File: config.mk
export PLATFORM = sky130hd
export DESIGN_NAME = pimf_top
export DESIGN_NICKNAME = d
export VERILOG_FILES = /design/src/rtl/pimf_prienc.v /design/src/rtl/pimf_parity.v /design/src/rtl/pimf_top.v
export VERILOG_INCLUDE_DIRS = /design/src /design/src/shared
export SDC_FILE = /design/constraint.sdc
export NUM_CORES = 1
export LEC_CHECK = 0
export CAP_MARGIN = 20
export CORE_ASPECT_RATIO = 2
export CORE_MARGIN = 4
export CORE_UTILIZATION = 40
export CTS_CLUSTER_SIZE = 8
export DETAILED_ROUTE_END_ITERATION = 12
export DONT_BUFFER_PORTS = 1
export PLACE_DENSITY = 0.55
export SYNTH_ARGS = -nofsm -noshare
export SYNTH_HDL_FRONTEND = slang
export SYNTH_SLANG_ARGS = --single-unit
File: constraint.sdc
create_clock -name i_ref_clk -period 4.6 [get_ports i_ref_clk]
set_input_delay 0.23 -clock i_ref_clk [delete_from_list [all_inputs] [get_ports i_ref_clk]]
set_output_delay 0.23 -clock i_ref_clk [all_outputs]
set_load 0.005 [all_outputs]
File: src/shared/pimf_defs.vh
// constants for the priority interrupt and memory fault block
// assumes a 250 MHz board basic clock
`ifndef PIMF_DEFS_VH
`define PIMF_DEFS_VH

// register offsets, plain register port
`define PIMF_REG_CUR_LEVEL 3'h0
`define PIMF_REG_DETECT 3'h1
`define PIMF_REG_ENABLE 3'h2
`define PIMF_REG_CTRL 3'h3
`define PIMF_REG_ENCODED 3'h4

// control register command bits
`define PIMF_CTRL_WAIT 0
`define PIMF_CTRL_LVL_CHECK 1
`define PIMF_CTRL_ACK 2

// reset values
`define PIMF_RST_LEVEL 4'h0
`define PIMF_RST_DETECT 16'h0000
`define PIMF_RST_ENABLE 16'h0000

// hardware-served levels 10..15
`define PIMF_HW_LEVEL_MASK 16'hfc00
`define PIMF_LVL_TERM_OUT 10
`define PIMF_LVL_MASS_DMA 11
`define PIMF_LVL_TERM_IN 12
`define PIMF_LVL_RTC 13
`define PIMF_LVL_INTERNAL 14

// positions in the general group, lowest first
`define PIMF_GEN_MAILBOX 0
`define PIMF_GEN_LINK 1
`define PIMF_GEN_SDMA 2
`define PIMF_GEN_ALU_ZERO 3
`define PIMF_GEN_PARITY 4
`define PIMF_GEN_OOR 5
`define PIMF_GEN_POWER 6
// positions in the console group
`define PIMF_CON_STOP 0
`define PIMF_CON_RTC 2
`define PIMF_CON_MCL 7

// internal data bus source select codes
`define PIMF_IDB_GENERAL 5'h01
`define PIMF_IDB_CONSOLE 5'h02
`define PIMF_IDB_FAULT_ADDR 5'h03
`define PIMF_IDB_FAULT_STAT 5'h04

// memory cycle timing
`define PIMF_CLK_NS 4
`define PIMF_TAP_FALL_NS 60
`define PIMF_RDY_RISE_NS 135
`define PIMF_TAP_RISE_NS 195
`define PIMF_RDY_FALL_NS 225
`define PIMF_TAP_FALL_CYC ((`PIMF_TAP_FALL_NS + `PIMF_CLK_NS - 1) / `PIMF_CLK_NS)
`define PIMF_RDY_RISE_CYC ((`PIMF_RDY_RISE_NS + `PIMF_CLK_NS - 1) / `PIMF_CLK_NS)
`define PIMF_TAP_RISE_CYC ((`PIMF_TAP_RISE_NS + `PIMF_CLK_NS - 1) / `PIMF_CLK_NS)
`define PIMF_RDY_FALL_CYC (`PIMF_RDY_FALL_NS / `PIMF_CLK_NS)

`endif

File: src/rtl/pimf_prienc.v
// highest-set-bit priority encoder, 16 inputs
// combinational; caller registers the result
`timescale 1ns/1ps
`default_nettype none

module pimf_prienc (
  // request vector, bit 15 highest
  input wire [15:0] i_req,
  // result
  output reg o_valid,
  output reg [3:0] o_code
);
  integer k;

  always @* begin
    o_valid = 1'b0;
    o_code = 4'h0;
    for (k = 0; k < 16; k = k + 1) begin
      if (i_req[k]) begin
        o_valid = 1'b1;
        o_code = k[3:0];
      end
    end
  end
endmodule

`default_nettype wire

File: src/rtl/pimf_parity.v
// even parity generation and check for one 16-bit dram word
// combinational; check bits stored as the ninth bit of each byte
`timescale 1ns/1ps
`default_nettype none

module pimf_parity (
  // data and stored check bits
  input wire [15:0] i_data,
  input wire i_chk_upper,
  input wire i_chk_lower,
  // generated bits and check result
  output wire o_gen_upper,
  output wire o_gen_lower,
  output wire o_fail
);
  // even: byte plus its bit holds an even count of ones
  assign o_gen_upper = ^i_data[15:8];
  assign o_gen_lower = ^i_data[7:0];
  assign o_fail = (^{i_data[15:8], i_chk_upper}) | (^{i_data[7:0], i_chk_lower});
endmodule

`default_nettype wire

File: src/rtl/pimf_top.v
// priority interrupt logic with dram parity and out-of-map detection
// assumes sources arrive from pins, memory controls from same-clock logic
//
// Contract
// - current level always 0 to 15
// - fixed levels 10,11,12,13 and 14
// - hardware serves only levels ten to fifteen
// - current level held in own register
// - enabled detect bits feed priority encoder
// - change level only when encoded exceeds current; code also loads it on a level register write and sets it to 0 on wait
// - wait clears detect bit of level left
// - group sources ranked by position, last highest
// - console +0 stop when halted, +2 clock
// - active source raises general or console request
// - console request qualified unless console stopped
// - general or qualified console request sets pending flip-flop
// - qualified request and pending drive trap vector
// - source select returns group highest source code
// - write stores even parity bit per byte
// - read check flags any byte mismatch
// - cpu read fault raises source, captures address
// - host read fault sets channel check at tap
// - host channel check cleared by next write
// - out-of-map latched at tap fall, flagged next
// - out-of-map latch cleared at cycle end strobe
// - end strobe high from 135 to 225ns
//
// Strobed register access and the placing of the registers are this design's own decisions.
`timescale 1ns/1ps
`default_nettype none
`include "pimf_defs.vh"

module pimf_top #(
  parameter [15:0] MAP_TOP = 16'hc000,
  parameter [11:0] GEN_VEC_BASE = 12'h100,
  parameter [11:0] CON_VEC_BASE = 12'h140
) (
  // clock and reset
  input wire i_ref_clk,
  input wire i_nrst,
  // register port
  input wire [2:0] i_addr,
  input wire [15:0] i_wdata,
  input wire i_wr,
  input wire i_rd,
  output reg [15:0] o_rdata,
  // microcode source select
  input wire [4:0] i_idb_source_sel,
  output reg [15:0] o_idb_data,
  // interrupt source pins
  input wire i_run,
  input wire i_console_stopped,
  input wire i_rtc_tick,
  input wire i_master_clear_switch,
  input wire i_host_to_cpu_mailbox_req,
  input wire i_serial_link_req,
  input wire i_serial_dma_req,
  input wire i_alu_zero_fault_source,
  input wire i_power_fail,
  input wire i_term_out_req,
  input wire i_mass_dma_req,
  input wire i_term_in_req,
  // memory cycle controls
  input wire i_cycle_start,
  input wire i_cycle_write,
  input wire i_cycle_host,
  input wire i_cycle_refresh,
  input wire [15:0] i_mem_addr,
  input wire [15:0] i_mem_wdata,
  input wire [15:0] i_mem_rdata,
  input wire i_stored_check_bit_upper,
  input wire i_stored_check_bit_lower,
  input wire i_read_data_ready,
  input wire i_host_memw,
  // memory outputs
  output reg o_gen_check_bit_upper,
  output reg o_gen_check_bit_lower,
  output reg o_cycle_tap_60ns,
  output reg o_cycle_end_strobe,
  output reg o_memory_out_of_range,
  output reg o_iochchk,
  output reg o_capture_fault_address_strobe,
  output reg o_capture_fault_status_strobe,
  // interrupt outputs
  output reg [3:0] o_current_level_reg,
  output reg [3:0] o_encoded_level_code,
  output reg o_qualified_console_request,
  output reg o_pending_interrupt_ff,
  output reg [11:0] o_trap_vector
);
  // ==========================================================
  // pin synchronisers
  // ==========================================================
  wire [11:0] pins_raw;
  reg [11:0] pins_s1_q;
  reg [11:0] pins_q;

  assign pins_raw = {i_term_in_req, i_mass_dma_req, i_term_out_req,
                     i_power_fail, i_alu_zero_fault_source,
                     i_serial_dma_req, i_serial_link_req,
                     i_host_to_cpu_mailbox_req, i_master_clear_switch,
                     i_rtc_tick, i_console_stopped, i_run};

  always @(posedge i_ref_clk or negedge i_nrst) begin
    if (!i_nrst) begin
      pins_s1_q <= 12'h000;
      pins_q <= 12'h000;
    end else begin
      pins_s1_q <= pins_raw;
      pins_q <= pins_s1_q;
    end
  end

  wire run_s = pins_q[0];
  wire con_stop_s = pins_q[1];
  wire rtc_s = pins_q[2];
  wire mcl_s = pins_q[3];
  wire mbox_s = pins_q[4];
  wire link_s = pins_q[5];
  wire sdma_s = pins_q[6];
  wire alu_s = pins_q[7];
  wire pow_s = pins_q[8];
  wire tout_s = pins_q[9];
  wire mdma_s = pins_q[10];
  wire tin_s = pins_q[11];

  // ==========================================================
  // memory cycle timing
  // ==========================================================
  reg [5:0] cyc_cnt_q;
  reg cyc_act_q;
  reg cyc_wr_q;
  reg cyc_host_q;
  reg cyc_ref_q;
  reg [15:0] cyc_addr_q;
  wire at_tap_fall = cyc_act_q && (cyc_cnt_q == `PIMF_TAP_FALL_CYC);
  wire at_rdy_rise = cyc_act_q && (cyc_cnt_q == `PIMF_RDY_RISE_CYC);
  wire at_tap_rise = cyc_act_q && (cyc_cnt_q == `PIMF_TAP_RISE_CYC);
  wire at_rdy_fall = cyc_act_q && (cyc_cnt_q == `PIMF_RDY_FALL_CYC);

  always @(posedge i_ref_clk or negedge i_nrst) begin
    if (!i_nrst) begin
      cyc_cnt_q <= 6'h00;
      cyc_act_q <= 1'b0;
      cyc_wr_q <= 1'b0;
      cyc_host_q <= 1'b0;
      cyc_ref_q <= 1'b0;
      cyc_addr_q <= 16'h0000;
      o_cycle_tap_60ns <= 1'b1;
      o_cycle_end_strobe <= 1'b0;
    end else begin
      if (i_cycle_start && !cyc_act_q) begin
        cyc_act_q <= 1'b1;
        cyc_cnt_q <= 6'h00;
        cyc_wr_q <= i_cycle_write;
        cyc_host_q <= i_cycle_host;
        cyc_ref_q <= i_cycle_refresh;
        cyc_addr_q <= i_mem_addr;
      end else if (cyc_act_q) begin
        cyc_cnt_q <= cyc_cnt_q + 6'h01;
        if (at_rdy_fall)
          cyc_act_q <= 1'b0;
      end
      if (at_tap_fall)
        o_cycle_tap_60ns <= 1'b0;
      else if (at_tap_rise)
        o_cycle_tap_60ns <= 1'b1;
      if (at_rdy_rise)
        o_cycle_end_strobe <= 1'b1;
      else if (at_rdy_fall)
        o_cycle_end_strobe <= 1'b0;
    end
  end

  // ==========================================================
  // parity generation and check
  // ==========================================================
  wire gen_up;
  wire gen_lo;
  wire chk_fail;

  pimf_parity u_parity_wr (
    .i_data(i_mem_wdata),
    .i_chk_upper(1'b0),
    .i_chk_lower(1'b0),
    .o_gen_upper(gen_up),
    .o_gen_lower(gen_lo),
    .o_fail()
  );

  pimf_parity u_parity_rd (
    .i_data(i_mem_rdata),
    .i_chk_upper(i_stored_check_bit_upper),
    .i_chk_lower(i_stored_check_bit_lower),
    .o_gen_upper(),
    .o_gen_lower(),
    .o_fail(chk_fail)
  );

  wire up_fail = ^{i_mem_rdata[15:8], i_stored_check_bit_upper};
  wire lo_fail = ^{i_mem_rdata[7:0], i_stored_check_bit_lower};
  wire host_rd = cyc_act_q && cyc_host_q && !cyc_wr_q;
  wire cpu_fault_ev = i_read_data_ready && !cyc_host_q && chk_fail;

  reg cpu_parity_fault_q;
  reg host_parity_fault_q;
  reg address_not_mapped_q;
  reg oor_src_q;
  reg capt_lock_q;
  reg [15:0] fault_addr_q;
  reg [3:0] fault_stat_q;
  wire addr_read = (i_idb_source_sel == `PIMF_IDB_FAULT_ADDR);
  wire oor_ev = address_not_mapped_q && !o_memory_out_of_range;
  wire capture = (cpu_fault_ev || (oor_ev && !cyc_ref_q)) && !capt_lock_q;

  always @(posedge i_ref_clk or negedge i_nrst) begin
    if (!i_nrst) begin
      o_gen_check_bit_upper <= 1'b0;
      o_gen_check_bit_lower <= 1'b0;
      cpu_parity_fault_q <= 1'b0;
      host_parity_fault_q <= 1'b0;
      o_iochchk <= 1'b0;
      address_not_mapped_q <= 1'b0;
      o_memory_out_of_range <= 1'b0;
      oor_src_q <= 1'b0;
      capt_lock_q <= 1'b0;
      fault_addr_q <= 16'h0000;
      fault_stat_q <= 4'h0;
      o_capture_fault_address_strobe <= 1'b0;
      o_capture_fault_status_strobe <= 1'b0;
    end else begin
      if (i_cycle_start && i_cycle_write) begin
        o_gen_check_bit_upper <= gen_up;
        o_gen_check_bit_lower <= gen_lo;
      end
      // cpu fault source; event wins over the unlocking read
      if (cpu_fault_ev)
        cpu_parity_fault_q <= 1'b1;
      else if (addr_read)
        cpu_parity_fault_q <= 1'b0;
      o_capture_fault_address_strobe <= capture;
      o_capture_fault_status_strobe <= capture;
      if (capture) begin
        fault_addr_q <= cyc_addr_q;
        fault_stat_q <= {cpu_fault_ev, !cpu_fault_ev,
                         up_fail & cpu_fault_ev, lo_fail & cpu_fault_ev};
      end
      // held until the fault address is read
      if (capture)
        capt_lock_q <= 1'b1;
      else if (addr_read)
        capt_lock_q <= 1'b0;
      // host read: flag then report at the tap return
      if (host_rd && chk_fail)
        host_parity_fault_q <= 1'b1;
      else if (i_cycle_start && !cyc_act_q)
        host_parity_fault_q <= 1'b0;
      if (at_tap_rise && host_parity_fault_q)
        o_iochchk <= 1'b1;
      else if (i_host_memw)
        o_iochchk <= 1'b0;
      // out-of-map detection
      if (at_tap_fall && (cyc_addr_q >= MAP_TOP))
        address_not_mapped_q <= 1'b1;
      else if (at_rdy_rise)
        address_not_mapped_q <= 1'b0;
      o_memory_out_of_range <= address_not_mapped_q;
      if (oor_ev && !cyc_ref_q)
        oor_src_q <= 1'b1;
      else if (addr_read)
        oor_src_q <= 1'b0;
    end
  end

  // ==========================================================
  // vector groups
  // ==========================================================
  wire [15:0] gen_vec;
  wire [15:0] con_vec;
  wire gen_any;
  wire con_any;
  wire [3:0] gen_code;
  wire [3:0] con_code;

  assign gen_vec = {9'h000, pow_s, oor_src_q, cpu_parity_fault_q,
                    alu_s, sdma_s, link_s, mbox_s};
  assign con_vec = {8'h00, mcl_s, 4'h0, rtc_s, 1'b0, !run_s};

  pimf_prienc u_gen_enc (
    .i_req(gen_vec),
    .o_valid(gen_any),
    .o_code(gen_code)
  );

  pimf_prienc u_con_enc (
    .i_req(con_vec),
    .o_valid(con_any),
    .o_code(con_code)
  );

  // ==========================================================
  // program levels
  // ==========================================================
  reg [15:0] level_detect_bits_q;
  reg [15:0] level_enable_bits_q;
  reg [15:0] det_set;
  wire lvl_any;
  wire [3:0] lvl_code;
  wire internal_any = alu_s | pow_s | cpu_parity_fault_q | oor_src_q;
  wire ctrl_wr = i_wr && (i_addr == `PIMF_REG_CTRL);
  wire do_wait = ctrl_wr && i_wdata[`PIMF_CTRL_WAIT];
  wire do_check = ctrl_wr && i_wdata[`PIMF_CTRL_LVL_CHECK];
  wire do_ack = ctrl_wr && i_wdata[`PIMF_CTRL_ACK];

  always @* begin
    det_set = 16'h0000;
    det_set[`PIMF_LVL_TERM_OUT] = tout_s;
    det_set[`PIMF_LVL_MASS_DMA] = mdma_s;
    det_set[`PIMF_LVL_TERM_IN] = tin_s;
    det_set[`PIMF_LVL_RTC] = rtc_s;
    det_set[`PIMF_LVL_INTERNAL] = internal_any;
  end

  pimf_prienc u_lvl_enc (
    .i_req(level_detect_bits_q & level_enable_bits_q & `PIMF_HW_LEVEL_MASK),
    .o_valid(lvl_any),
    .o_code(lvl_code)
  );

  integer b;

  always @(posedge i_ref_clk or negedge i_nrst) begin
    if (!i_nrst) begin
      level_detect_bits_q <= `PIMF_RST_DETECT;
      level_enable_bits_q <= `PIMF_RST_ENABLE;
      o_current_level_reg <= `PIMF_RST_LEVEL;
    end else begin
      if (i_wr && (i_addr == `PIMF_REG_ENABLE))
        level_enable_bits_q <= i_wdata;
      // source set wins over wait or software clear
      for (b = 0; b < 16; b = b + 1) begin
        if (det_set[b])
          level_detect_bits_q[b] <= 1'b1;
        else if (i_wr && (i_addr == `PIMF_REG_DETECT))
          level_detect_bits_q[b] <= i_wdata[b];
        else if (do_wait && (o_current_level_reg == b[3:0]))
          level_detect_bits_q[b] <= 1'b0;
      end
      // 4-bit register keeps the level within 0..15
      if (i_wr && (i_addr == `PIMF_REG_CUR_LEVEL))
        o_current_level_reg <= i_wdata[3:0];
      else if (do_check && lvl_any && (lvl_code > o_current_level_reg))
        o_current_level_reg <= lvl_code;
      else if (do_wait)
        o_current_level_reg <= `PIMF_RST_LEVEL;
      o_encoded_level_code <= lvl_any ? lvl_code : 4'h0;
    end
  end

  // ==========================================================
  // request, pending and trap vector
  // ==========================================================
  always @(posedge i_ref_clk or negedge i_nrst) begin
    if (!i_nrst) begin
      o_qualified_console_request <= 1'b0;
      o_pending_interrupt_ff <= 1'b0;
      o_trap_vector <= 12'h000;
    end else begin
      o_qualified_console_request <= con_any && !con_stop_s;
      if (gen_any || (con_any && !con_stop_s))
        o_pending_interrupt_ff <= 1'b1;
      else if (do_ack)
        o_pending_interrupt_ff <= 1'b0;
      if (o_qualified_console_request)
        o_trap_vector <= CON_VEC_BASE;
      else if (o_pending_interrupt_ff)
        o_trap_vector <= GEN_VEC_BASE;
      else
        o_trap_vector <= 12'h000;
    end
  end

  // ==========================================================
  // internal data bus and register reads
  // ==========================================================
  wire [15:0] ctrl_stat = {10'h000, o_pending_interrupt_ff,
                           o_qualified_console_request, gen_any,
                           con_any, lvl_any, 1'b0};

  always @(posedge i_ref_clk or negedge i_nrst) begin
    if (!i_nrst) begin
      o_idb_data <= 16'h0000;
      o_rdata <= 16'h0000;
    end else begin
      case (i_idb_source_sel)
        `PIMF_IDB_GENERAL: o_idb_data <= {12'h000, gen_code};
        `PIMF_IDB_CONSOLE: o_idb_data <= {12'h000, con_code};
        `PIMF_IDB_FAULT_ADDR: o_idb_data <= fault_addr_q;
        `PIMF_IDB_FAULT_STAT: o_idb_data <= {12'h000, fault_stat_q};
        default: o_idb_data <= 16'h0000;
      endcase
      if (i_rd) begin
        case (i_addr)
          `PIMF_REG_CUR_LEVEL: o_rdata <= {12'h000, o_current_level_reg};
          `PIMF_REG_DETECT: o_rdata <= level_detect_bits_q;
          `PIMF_REG_ENABLE: o_rdata <= level_enable_bits_q;
          `PIMF_REG_CTRL: o_rdata <= ctrl_stat;
          `PIMF_REG_ENCODED: o_rdata <= {11'h000, lvl_any, lvl_code};
          default: o_rdata <= 16'h0000;
        endcase
      end else begin
        o_rdata <= 16'h0000;
      end
    end
  end
endmodule

`default_nettype wire

**Word level (Yosys, flattened, before mapping)**

Index checks and enable logic that the tools add are counted.

- Muxes and demuxes: 96
- $mul: 0
- Reduce and logical (&&, ||, !) cells: 85
- Div/mod/pow operators: 0
- Equality and inequality tests: 27
- Shift operators: 0
- Magnitude comparators: 2
- Add/sub/neg operators: 1
- Bitwise operators: 7

Operators with widths:

| kind | count |
|---|---|
| $pmux 16 s5 | 1 |
| $mux 1 | 73 |
| $pmux 16 s4 | 1 |
| $logic_and 1x1->1 | 42 |
| $reduce_bool 2->1 | 21 |
| $mux 4 | 9 |
| $eq 4x4->1 const B | 8 |
| $eq 6x6->1 const B | 3 |
| $reduce_bool 3->1 | 6 |
| $reduce_xor 9->1 | 2 |
| $and 16x16->16 | 1 |
| $eq 4x3->1 const B | 4 |
| $ge 16x16->1 const B | 1 |
| $mux 16 | 1 |
| $reduce_xor 8->1 | 2 |
| $mux 12 | 1 |
| $mux 3 | 4 |
| $mux 6 | 2 |
| $eq 5x2->1 const B | 2 |
| $mux 9 | 1 |
| $eq 4x2->1 const B | 2 |
| $logic_not 1->1 | 8 |
| $add 6x1->6 const B | 1 |
| $eq 3x2->1 const B | 2 |
| other kinds (13) | 20 |

- Bits in writable memories: 0
- Memories: 0
- Memory bits (read-only): 0
- Bits in registers: 168
- Bits in latches: 0
- Output and inout port bits: 62
- Logic and storage cells: 264

**Logic depth before layout (Yosys ltp)**

Gate-level depths: netlist (run 1).

- Word-level depth: 11
- Mapped depth: 9
- Depth with buffers taken out: 9

**By module**

Synthesis (run 1) repeated with hierarchy kept, for this count alone.

- Cell total of the unflattened synthesis: 683
- Area, all modules: 7407.1 sq um

Modules (own cells, without submodules):

| module | cells each | seq. area each (sq um) | instances | area each (sq um) |
|---|---|---|---|---|
| pimf_top | 562 | 3975.1 | 1 | 6572.6 |
| pimf_prienc | 29 | 0.0 | 3 | 161.4 |
| pimf_parity | 17 | 0.0 | 2 | 175.2 |

**Least setup slack after synthesis (run 1)**

OpenSTA, ideal clock, no wires.

- Path type: flip-flop to flip-flop
- From: register level_detect_bits_q[14]
- To: register o_current_level_reg[0]
- Period minus slack after synthesis: 2.428 ns
- Data arrival time: 2.302 ns
- Setup time: 0.126 ns
- Path slack: 2.172 ns
- Buffers on the path: 0
- Cell stages (with the launch flop): 10
- Data required time: 4.474 ns
- Cells stage by stage: dfrtp_1 > a22oi_1 > and3_1 > inv_1 > ha_1 > nand4_1 > nand3_1 > a211oi_1 > nor2_1 > a221o_1

- Cells in the longest elaborated chain, start to end: 7

Ends and longest elaborated chain:

| item | RTL line | source |
|---|---|---|
| from (decl) | pimf_top.v:304 | `reg [15:0] level_detect_bits_q;` |
| from (signal assigned) | pimf_top.v:334 | `` level_detect_bits_q <= `PIMF_RST_DETECT; `` |
| from (signal, indexed assignment) | pimf_top.v:345 | `level_detect_bits_q[b] <= i_wdata[b];` |
| $and 16x16->16 * | pimf_top.v:325 | `` .i_req(level_detect_bits_q & level_enable_bits_q & `PIMF_HW_LEVEL_MASK), `` |
| $mux 4 * (2 in a row) | pimf_prienc.v:19 | `if (i_req[k]) begin` |
| via lvl_code[3] | pimf_top.v:308 | `wire [3:0] lvl_code;` |
| $gt 4x4->1 * | pimf_top.v:352 | `else if (do_check && lvl_any && (lvl_code > o_current_level_reg))` |
| $logic_and 1x1->1 * | pimf_top.v:352 |  |
| $mux 4 | pimf_top.v:352 |  |
| $mux 4 | pimf_top.v:350 | `` if (i_wr && (i_addr == `PIMF_REG_CUR_LEVEL)) `` |
| to (signal assigned) | pimf_top.v:351 | `o_current_level_reg <= i_wdata[3:0];` |
| to (signal assigned) | pimf_top.v:353 | `o_current_level_reg <= lvl_code;` |
| to (signal assigned) | pimf_top.v:355 | `` o_current_level_reg <= `PIMF_RST_LEVEL; `` |
| to (decl) | pimf_top.v:85 | `output reg [3:0] o_current_level_reg,` |

Mark *: on every way through the listed nets, which the timed path passes. The rest lies on a longest branch.
A chain may end at the register's enable or synchronous reset.

**Worst setup path in the final report (run 1)**

- From: register level_detect_bits_q[14]
- To: register o_current_level_reg[1]

- Cells in the longest elaborated chain, start to end: 7

Ends and longest elaborated chain:

| item | RTL line |
|---|---|
| $and 16x16->16 * | pimf_top.v:325 |
| $mux 4 * (2 in a row) | pimf_prienc.v:19 |
| via lvl_code[1] | pimf_top.v:308 |
| $gt 4x4->1 | pimf_top.v:352 |
| $logic_and 1x1->1 | pimf_top.v:352 |
| $mux 4 | pimf_top.v:352 |
| $mux 4 | pimf_top.v:350 |

Marks and branches as above.

==> metrics.yaml, run 1 <==
fmaxAchievable_ghz: 0.350
clk_pin_slew_ns: 0.06
cts_setup_buffers: 0
clkSinkCount: 158
criticalPathCategory: "reg2reg"
wl_met2_mm: 9.63
worstMarginPinSlew_ns: 0.952
start_util: 0.409
synth-xor-area-share: 0.0441
rows: 66
worstPathArrival_ns: 3.16
routedWlPerCell_um: 19.5
comb_power_share: 0.189
power_per_cell_area_nw_per_um2: 508
synth_edf_count: 4
dieArea_um2: 19000
async_flop_share: 0.975
p_sw_frac: 0.293
slew_headroom: 0.364
postSynthCellCount: 579
grt_pass1_wl_mm: 26.4
diodes: 0
cts_root_buf: "clkbuf_16"
grt_max_degree: 159
layout_common_cells: "dfrtp_1 (153), nand2_1 (98), dlygate4sd3_1 (58)"
peakVddDrop_uv: 279
clkLatencyLatePin_ns: 0.41
regArea_um2: 3980
place.gp.congestion: 0.901
yosysSeqAreaShare: 0.594
htreeDepth: 4
ys_ff_latch: 158
syn_area_um2: 6690
synth-compound-area-share: 0.0996
yosysUniqueCellTypes: 56
wl_met3_um: 739
synth.area.mux_share: 0.0750
met1Wirelength_mm: 5.55
grt_pass1_vias: 4931
fin_skew_ns: 0.0105
grt_overflow_total: 0
drive_above_1_share: 0.125
multi_input_area_um2: 2480
reg2reg_slack_ns: 1.74
rsz0062_at_grt: "no"
cts-buffers-inserted: 17
hold_class: "in2reg"
drt_iter0_markers: 130
syn2layout_area_growth_pct: 19.0
cts_tree: "built"
yosysWarnings: 0
io_buffers: 0
setup_viol: 0
chipWidth_um: 99.5
crit_slowest_cell: "a211oi_1"
antenna_found_initial: 0
ant_nets: 0
seq_power_share: 0.482
cp-end-kind: "register"
startpoint_type: "register"
fillerInstances: 1496
period_share: 0.622
outcome: "finished, final reports clean"
worstPathCellList: "a22oi_1 -> o21ai_0 -> ha_1 -> nor2b_1 -> o211ai_1 -> a211oi_1 -> nor2_1 -> a221o_1"
final_common_cell: "dfrtp_1"
drt_first_pass_iters: 4
viasPerCell: 5.26
period_minus_slack_ns: 2.86
grtUsageTotal: 0.183
core_area_um2: 16400
slew_viol_final: 0
whs_ns: 0.0336
top_layer: "met4"
fin_setup_tns_ns: 0
finalHoldViolCount: 0
dpl.hpwl_mm: 12.0
critPathRequiredTime_ns: 4.90
die-height_um: 191
power.share.clock: 0.329
synth_top_family_by_area: "simple AND/OR/NAND/NOR gates"
cpPeakStageDelay_ns: 0.68
ioPinCount: 158
clock_path_buffers: 2
critPathMaxFanout: 7
leakagePower_nw: 3.56
nets: 741
post_synth_fa_ha_maj_area_fraction: 0.0150
routed_wl_mm: 16.6
synthSimpleGateAreaFrac: 0.129
internal_power_mw: 2.86
synth-main-ff-cell: "dfrtp_1"
max_cap_violations: 0
vias: 4488
p_switching_mw: 1.19
synth.avg_cell_area_um2: 11.6
detail_route.drc_violations: 0
[worst paths after layout]
kind,start,to,cells after the start
max,level_detect_bits_q[14]$_DFFE_PN0P_,o_current_level_reg[1]$_DFFE_PN0P_,8
min,i_addr[2],o_rdata[3]$_DFF_PN0_,3
max reg2reg,level_detect_bits_q[14]$_DFFE_PN0P_,o_current_level_reg[1]$_DFFE_PN0P_,8
min reg2reg,pins_s1_q[4]$_DFF_PN0_,pins_q[4]$_DFF_PN0_,0
max in group asynchronous,i_nrst,pins_s1_q[5]$_DFF_PN0_,2
min in group asynchronous,i_nrst,o_trap_vector[6]$_DFF_PN0_,2
[Yosys cell counts, types with 5 or more instances]
cell / number / area [um^2]
a22o_1: 5 / 43.8
a21oi_1: 12 / 60.1
nand2_1: 98 / 368
mux2_2: 35 / 394
a22oi_1: 15 / 113
nand3_1: 6 / 30.0
nand2b_1: 6 / 37.5
nand4_1: 5 / 31.3
nor2b_1: 5 / 31.3
inv_1: 16 / 60.1
ha_1: 8 / 100
buf_4: 11 / 82.6
and2_1: 14 / 87.6
nor2_1: 31 / 116
dfrtp_1: 153 / 3830
xnor2_1: 22 / 193
clkbuf_1: 16 / 60.1
o21ai_0: 43 / 215
[critical path: cells and delay by family (launching register included)]
family          cells  cell delay (ns)
compound gates      5             1.70
flops               1             0.40
fa+ha+maj           1             0.39
simple gates        2             0.25
[power by group through the flow]
stage,registers (mW),logic [mW],clock network [mW]
6_report,1.95,0.766,1.33
5_1_grt,2.00,0.884,1.42
4_1_cts,1.96,0.776,1.36
3_5_place_dp,1.98,0.690,0
3_3_place_gp,1.96,0.669,0
2_1_floorplan,1.88,0.600,0
[routing by layer]
layer | track usage | vias to the layer above
met2 | 0.351 | 156
met3 | 0.0413 | 32
li1 | - | 2087
met5 | 0 | -
met1 | 0.174 | 2213
met4 | 0.104 | 0
[kinds of logic after synthesis]
family | after synthesis
AO/OA/AOI/OAI | 104
XOR/XNOR | 29
adder cells (fa/ha/maj) | 8
buffers and inverters | 49
flip-flops | 158
multiplexers | 42
other | 1
AND/OR/NAND/NOR | 188
[layout make-up]
cell class,count,share of cell area
Timing Repair Buffer,63,0.0801
Clock inverter,13,0.0145
Clock buffer,19,0.0556
Sequential cell,158,0.499
Inverter,16,0.00754
Tap cell,204,0.0321
Multi-Input combinational cell,381,0.311
[per-stage QoR]
stage / std cells / instance area [um^2] / setup WS [ns] / power (mW) / util
after detailed placement: 763 / 6800 / 1.78 / 2.67 / 0.416
final: 854 / 7960 / 1.74 / 4.05 / 0.487
after global placement: 763 / 6800 / 1.84 / 2.63 / 0.416
after CTS: 854 / 7960 / 1.76 / 4.10 / 0.487
after floorplan: 588 / 6730 / 2.17 / 2.48 / -
after global routing: 854 / 7960 / 1.54 / 4.30 / 0.487
[timing repair]
| action | in CTS | in global routing |
|---|---|---|
| gates resized for setup | 0 | 0 |
| hold endpoints to repair | 237 | 0 |
| hold buffers | 59 | 0 |
Note: power is estimated with default switching activity, not from simulation.
==> inputs of run 2 (changes only) <==
Settings changed: ABC_AREA set to 1, PLACE_DENSITY 0.55 to 0.57.
Clock period 4.6 ns to 2.4 ns, I/O delays scaled along.
==> run 2 against run 1 <==
The run now ends with hold timing left. Total power grew 91%. Sequential cell count is the same. Highest routed layer unchanged. Setup slack worse by 1.5 ns.
==> metrics.yaml, run 2 <==
rows: 67
vias: 5182
viasPerCell: 5.05
die-height_um: 193
slew_headroom: 0.344
setup_ws_ns: 0.247
synth_edf_count: 4
routedWlPerCell_um: 16.9
critPathRequiredTime_ns: 2.70
dp_slack_ns: 0.183
hold_buffers: 52
violations: "hold timing"
worstMarginPinSlew_ns: 0.983
cts_root_buf: "clkbuf_16"
postSynthCellCount: 753
grtUsageTotal: 0.187
place.gp.congestion: 0.885
setup_viol: 0
dieArea_um2: 19500
chipWidth_um: 101
drt_first_pass_iters: 5
fillerInstances: 1612
slew_viol_final: 0
worstPathArrival_ns: 2.45
whs_ns: -0.614
cp-end-kind: "register"
cts_setup_buffers: 0
syn_area_um2: 6870
routed_wl_mm: 17.4
synth.avg_cell_area_um2: 9.13
leakagePower_nw: 4.03
critPathMaxFanout: 6
max_cap_violations: 0
grt_pass1_vias: 5484
yosysSeqAreaShare: 0.578
fin_skew_ns: 0.00769
detail_route.drc_violations: 0
final_common_cell: "nand2_1"
ant_nets: 0
startpoint_type: "register"
finalHoldViolCount: 158
cts-buffers-inserted: 17
outcome: "finished with violations"
syn2layout_area_growth_pct: 18.4
drive_above_1_share: 0.0805
period_share: 0.897
clkLatencyLatePin_ns: 0.43
start_util: 0.408
fin_setup_tns_ns: 0
synth_top_area_frac: 0.557
io_buffers: 0
yosysWarnings: 0
core_area_um2: 16800
period_minus_slack_ns: 2.15
clock_path_buffers: 2
nets: 913
ys_ff_latch: 158
peakVddDrop_uv: 466
layout_common_cells: "nand2_1 (194), dfrtp_1 (153), inv_1 (97)"
grt_max_degree: 159
grt_overflow_total: 0
hold_class: "in2async"
synth-main-ff-cell: "dfrtp_1"
dpl.hpwl_mm: 12.9
grt_pass1_wl_mm: 28.0
clk_pin_slew_ns: 0.06
clkSinkCount: 158
fmaxAchievable_ghz: 0.464
drt_iter0_markers: 210
htreeDepth: 4
rsz0062_at_grt: "no"
async_flop_share: 0.975
yosysUniqueCellTypes: 44
synth_area_leaders: "dfrtp_1 (56%), nand2_1 (11%), inv_1 (5.3%)"
diodes: 0
power_per_cell_area_nw_per_um2: 949
netlist_top_cells_count: "nand2_1 (194), dfrtp_1 (153), inv_1 (97)"
yosysMostFrequentCell: "nand2_1"
ioPinCount: 158
netlist.top_cell.by_area: "dfrtp_1"
antenna_found_initial: 0
criticalPathCategory: "reg2reg"
cts_tree: "built"
[run 2: worst paths after layout]
path                                                startpoint                                     to  slack, ns  cells past startpoint
min                                                     i_nrst                   o_rdata[5]$_DFF_PN0_      -0.61                      0
min in group i_ref_clk                                  i_nrst  o_encoded_level_code[3]$_SDFFCE_PN0P_      -0.16                      0
min reg2reg                             pins_s1_q[8]$_DFF_PN0_                    pins_q[8]$_DFF_PN0_       0.34                      0
max                        level_detect_bits_q[13]$_DFFE_PN0P_     o_current_level_reg[2]$_DFFE_PN0P_       0.25                     13
max in group asynchronous                               i_nrst           o_cycle_tap_60ns$_DFFE_PN1P_       2.78                      0
max reg2reg                level_detect_bits_q[13]$_DFFE_PN0P_     o_current_level_reg[2]$_DFFE_PN0P_       0.25                     13
[run 2: cell families (layout without fill, tap and decap cells)]
| family | after synthesis | count (layout) | synth area share |
|---|---|---|---|
| AO/OA/AOI/OAI | 95 | 95 | 0.0829 |
| XOR/XNOR | 23 | 23 | 0.0293 |
| buffers and inverters | 134 | 192 | 0.0828 |
| other | 1 | 10 | 0.000546 |
| AND/OR/NAND/NOR | 334 | 334 | 0.211 |
| flip-flops | 158 | 158 | 0.578 |
| adder cells (fa/ha/maj) | 8 | 8 | 0.0146 |
[run 2: repair_timing]
item                                    in CTS  in global routing
hold endpoints to repair                   235                158
gates resized for setup                      0                  2
endpoints found under the setup margin       0                  4
[run 2: final cells by class]
cell class / count / area (um^2) / area share
flip-flops and latches: 158 / 3980 / 0.489
multi-input cells: 470 / 2370 / 0.291
repair buffers: 59 / 573 / 0.0704
clock buffers: 19 / 433 / 0.0532
inverters: 103 / 387 / 0.0475
well taps: 207 / 259 / 0.0318
clock inverters: 11 / 143 / 0.0175
[run 2: worst max-delay path, stage by stage, from the launching register on]
cell,delay [ns]
dfrtp_1,0.39
nand2_1,0.14
nand2_1,0.08
nor2_2,0.15
inv_1,0.11
nor2_2,0.13
inv_1,0.07
ha_1,0.31
nand4_1,0.10
nand2_1,0.06
nor2_2,0.15
nand3_2,0.14
nand3_1,0.10
o211ai_1,0.09
[run 2: routing by layer]
metal / share of wire / up-vias / GRT usage
met5: 0 / - / 0
met4: 0.036 / 0 / 0.0970
met3: 0.048 / 38 / 0.0389
met2: 0.58 / 187 / 0.348
met1: 0.34 / 2462 / 0.187
li1: - / 2495 / -
[run 2: report_power, final]
part	leakage, nW	total, mW	internal, mW	switching (mW)
clock	0.287	2.66	1.62	1.04
combinational	1.79	1.42	0.566	0.849
sequential	1.95	3.65	3.25	0.399
[run 2: per-stage QoR]
stage	cell area [um^2]	std cells	util	power, mW	hold slack (ns)
2_1_floorplan	6910	762	-	4.66	-0.176
3_3_place_gp	7030	945	0.417	4.99	-0.172
6_report	8140	1027	0.483	7.72	-0.614
4_1_cts	8130	1027	0.483	7.82	-0.628
3_5_place_dp	7030	945	0.417	5.04	-0.172
5_1_grt	8140	1027	0.483	8.22	-0.634
==> inputs of run 3 (changes only) <==
Settings changed: CORE_UTILIZATION 40 to 45, PLACE_DENSITY 0.57 to 0.63.
==> run 3 against run 2 <==
The run still ends with hold timing left. Clock-buffer cell count grew 3. Setup slack worse by 0.055 ns. Cell count down 1.2%. Utilization is 6.0 points higher. Sequential cell count is the same. First-iteration DRC count is 33% higher. Non-clock buffer count shrank 2. Die area shrank 10%. Critical path type unchanged. Critical endpoint is now o_current_level_reg[0]$_DFFE_PN0P_.
==> metrics.yaml, run 3 (synthesis results as in run 2) <==
layout_common_cells: "nand2_1 (194), dfrtp_1 (153), inv_1 (97)"
worstPathArrival_ns: 2.50
leakagePower_nw: 4.00
critPathMaxFanout: 6
drt_first_pass_iters: 5
fin_skew_ns: 0.0116
chipWidth_um: 95.4
dpl.hpwl_mm: 13.0
nets: 911
slew_viol_final: 0
clock_path_buffers: 2
drt_iter0_markers: 279
antenna_found_initial: 0
whs_ns: -0.603
layout.cells.non_filler: 1015
vias: 5222
clkSinkCount: 158
slew_headroom: 0.568
fmaxAchievable_ghz: 0.453
cts_tree: "built"
drive_above_1_share: 0.0805
routed_wl_mm: 17.7
clk_pin_slew_ns: 0.07
critPathRequiredTime_ns: 2.69
hold_class: "in2async"
finalHoldViolCount: 158
peakVddDrop_uv: 536
startpoint_type: "register"
criticalPathCategory: "reg2reg"
power_per_cell_area_nw_per_um2: 940
io_buffers: 0
routedWlPerCell_um: 17.5
worstMarginPinSlew_ns: 0.647
grt_overflow_total: 0
rows: 63
violations: "hold timing"
dp_slack_ns: 0.209
die-height_um: 183
outcome: "finished with violations"
clkLatencyLatePin_ns: 0.42
placed_area_um2: 7010
ant_nets: 0
dieArea_um2: 17400
setup_viol: 0
diodes: 0
max_cap_violations: 0
final_common_cell: "nand2_1"
fin_setup_tns_ns: 0
startpoint: "level_detect_bits_q[13]$_DFFE_PN0P_"
grt_max_degree: 159
place.gp.congestion: 0.927
htreeDepth: 4
cts-buffers-inserted: 17
viasPerCell: 5.14
core_area_um2: 14900
period_minus_slack_ns: 2.21
grtUsageTotal: 0.215
start_util: 0.461
syn2layout_area_growth_pct: 17.7
r2r-start: "level_detect_bits_q[13]$_DFFE_PN0P_"
hold_buffers: 51
grt_pass1_wl_mm: 28.2
setup_ws_ns: 0.192
period_share: 0.920
cts_setup_buffers: 0
ioPinCount: 158
cts_root_buf: "clkbuf_16"
grt_pass1_vias: 5650
detail_route.drc_violations: 0
rsz0062_at_grt: "no"
fin_area_um2: 8090
dp.cells: 932
cp-end-kind: "register"
run 3: timing repair:
action | CTS | global route
endpoints found under the hold margin | 235 | 158
endpoints found under the setup margin | 0 | 1
resized for setup | 0 | 1
run 3: final timing paths:
kind / slack [ns] / end / depth (start not counted)
max in group asynchronous: 2.62 / o_cycle_tap_60ns$_DFFE_PN1P_ / 0
min in group i_ref_clk: -0.15 / o_encoded_level_code[3]$_SDFFCE_PN0P_ / 0
setup reg to reg: 0.19 / o_current_level_reg[0]$_DFFE_PN0P_ / 13
hold / removal: -0.60 / o_rdata[4]$_DFF_PN0_ / 0
hold reg to reg: 0.35 / pins_q[10]$_DFF_PN0_ / 0
setup / recovery: 0.19 / o_current_level_reg[0]$_DFFE_PN0P_ / 13
run 3: report_power, final:
part | leakage [nW] | switching, mW | internal, mW
Clock | 0.265 | 1.08 | 1.45
Combinational | 1.78 | 0.857 | 0.561
Sequential | 1.95 | 0.400 | 3.25
run 3: stage by stage:
| step | power [mW] | utilization |
|---|---|---|
| after floorplan | 4.66 | - |
| after global placement | 4.99 | 0.471 |
| after detailed placement | 5.05 | 0.471 |
| after CTS | 7.69 | 0.543 |
| after global routing | 8.09 | 0.543 |
| final | 7.60 | 0.543 |
run 3: final cells by class:
cell class	count	area [um^2]
timing repair buffer	57	556
sequential	158	3980
clock buffer	22	485
clock inverter	10	76.3
inverter	103	387
multi-input combinational	470	2360
tap	195	244
fill	1351	6810
run 3: per-layer routing:
layer,part of all wire,up-vias,wire [um],track usage
met3,0.044,49,788,0.0365
met5,0,-,0,0
met4,0.055,0,971,0.133
met2,0.58,186,10200,0.410
li1,-,2494,-,-
met1,0.32,2493,5730,0.204
run 3: critical path: stages, from the launching register on:
cell and delay, ns:
dfrtp_1 0.39, nand2_1 0.15, nand2_1 0.10, nor2_2 0.15, inv_1 0.09, nor2_2 0.13, inv_1 0.09, ha_1 0.32
nand4_1 0.10, nand2_1 0.06, nor2_1 0.16, nand3_2 0.15, nand3_1 0.11, o211ai_1 0.09
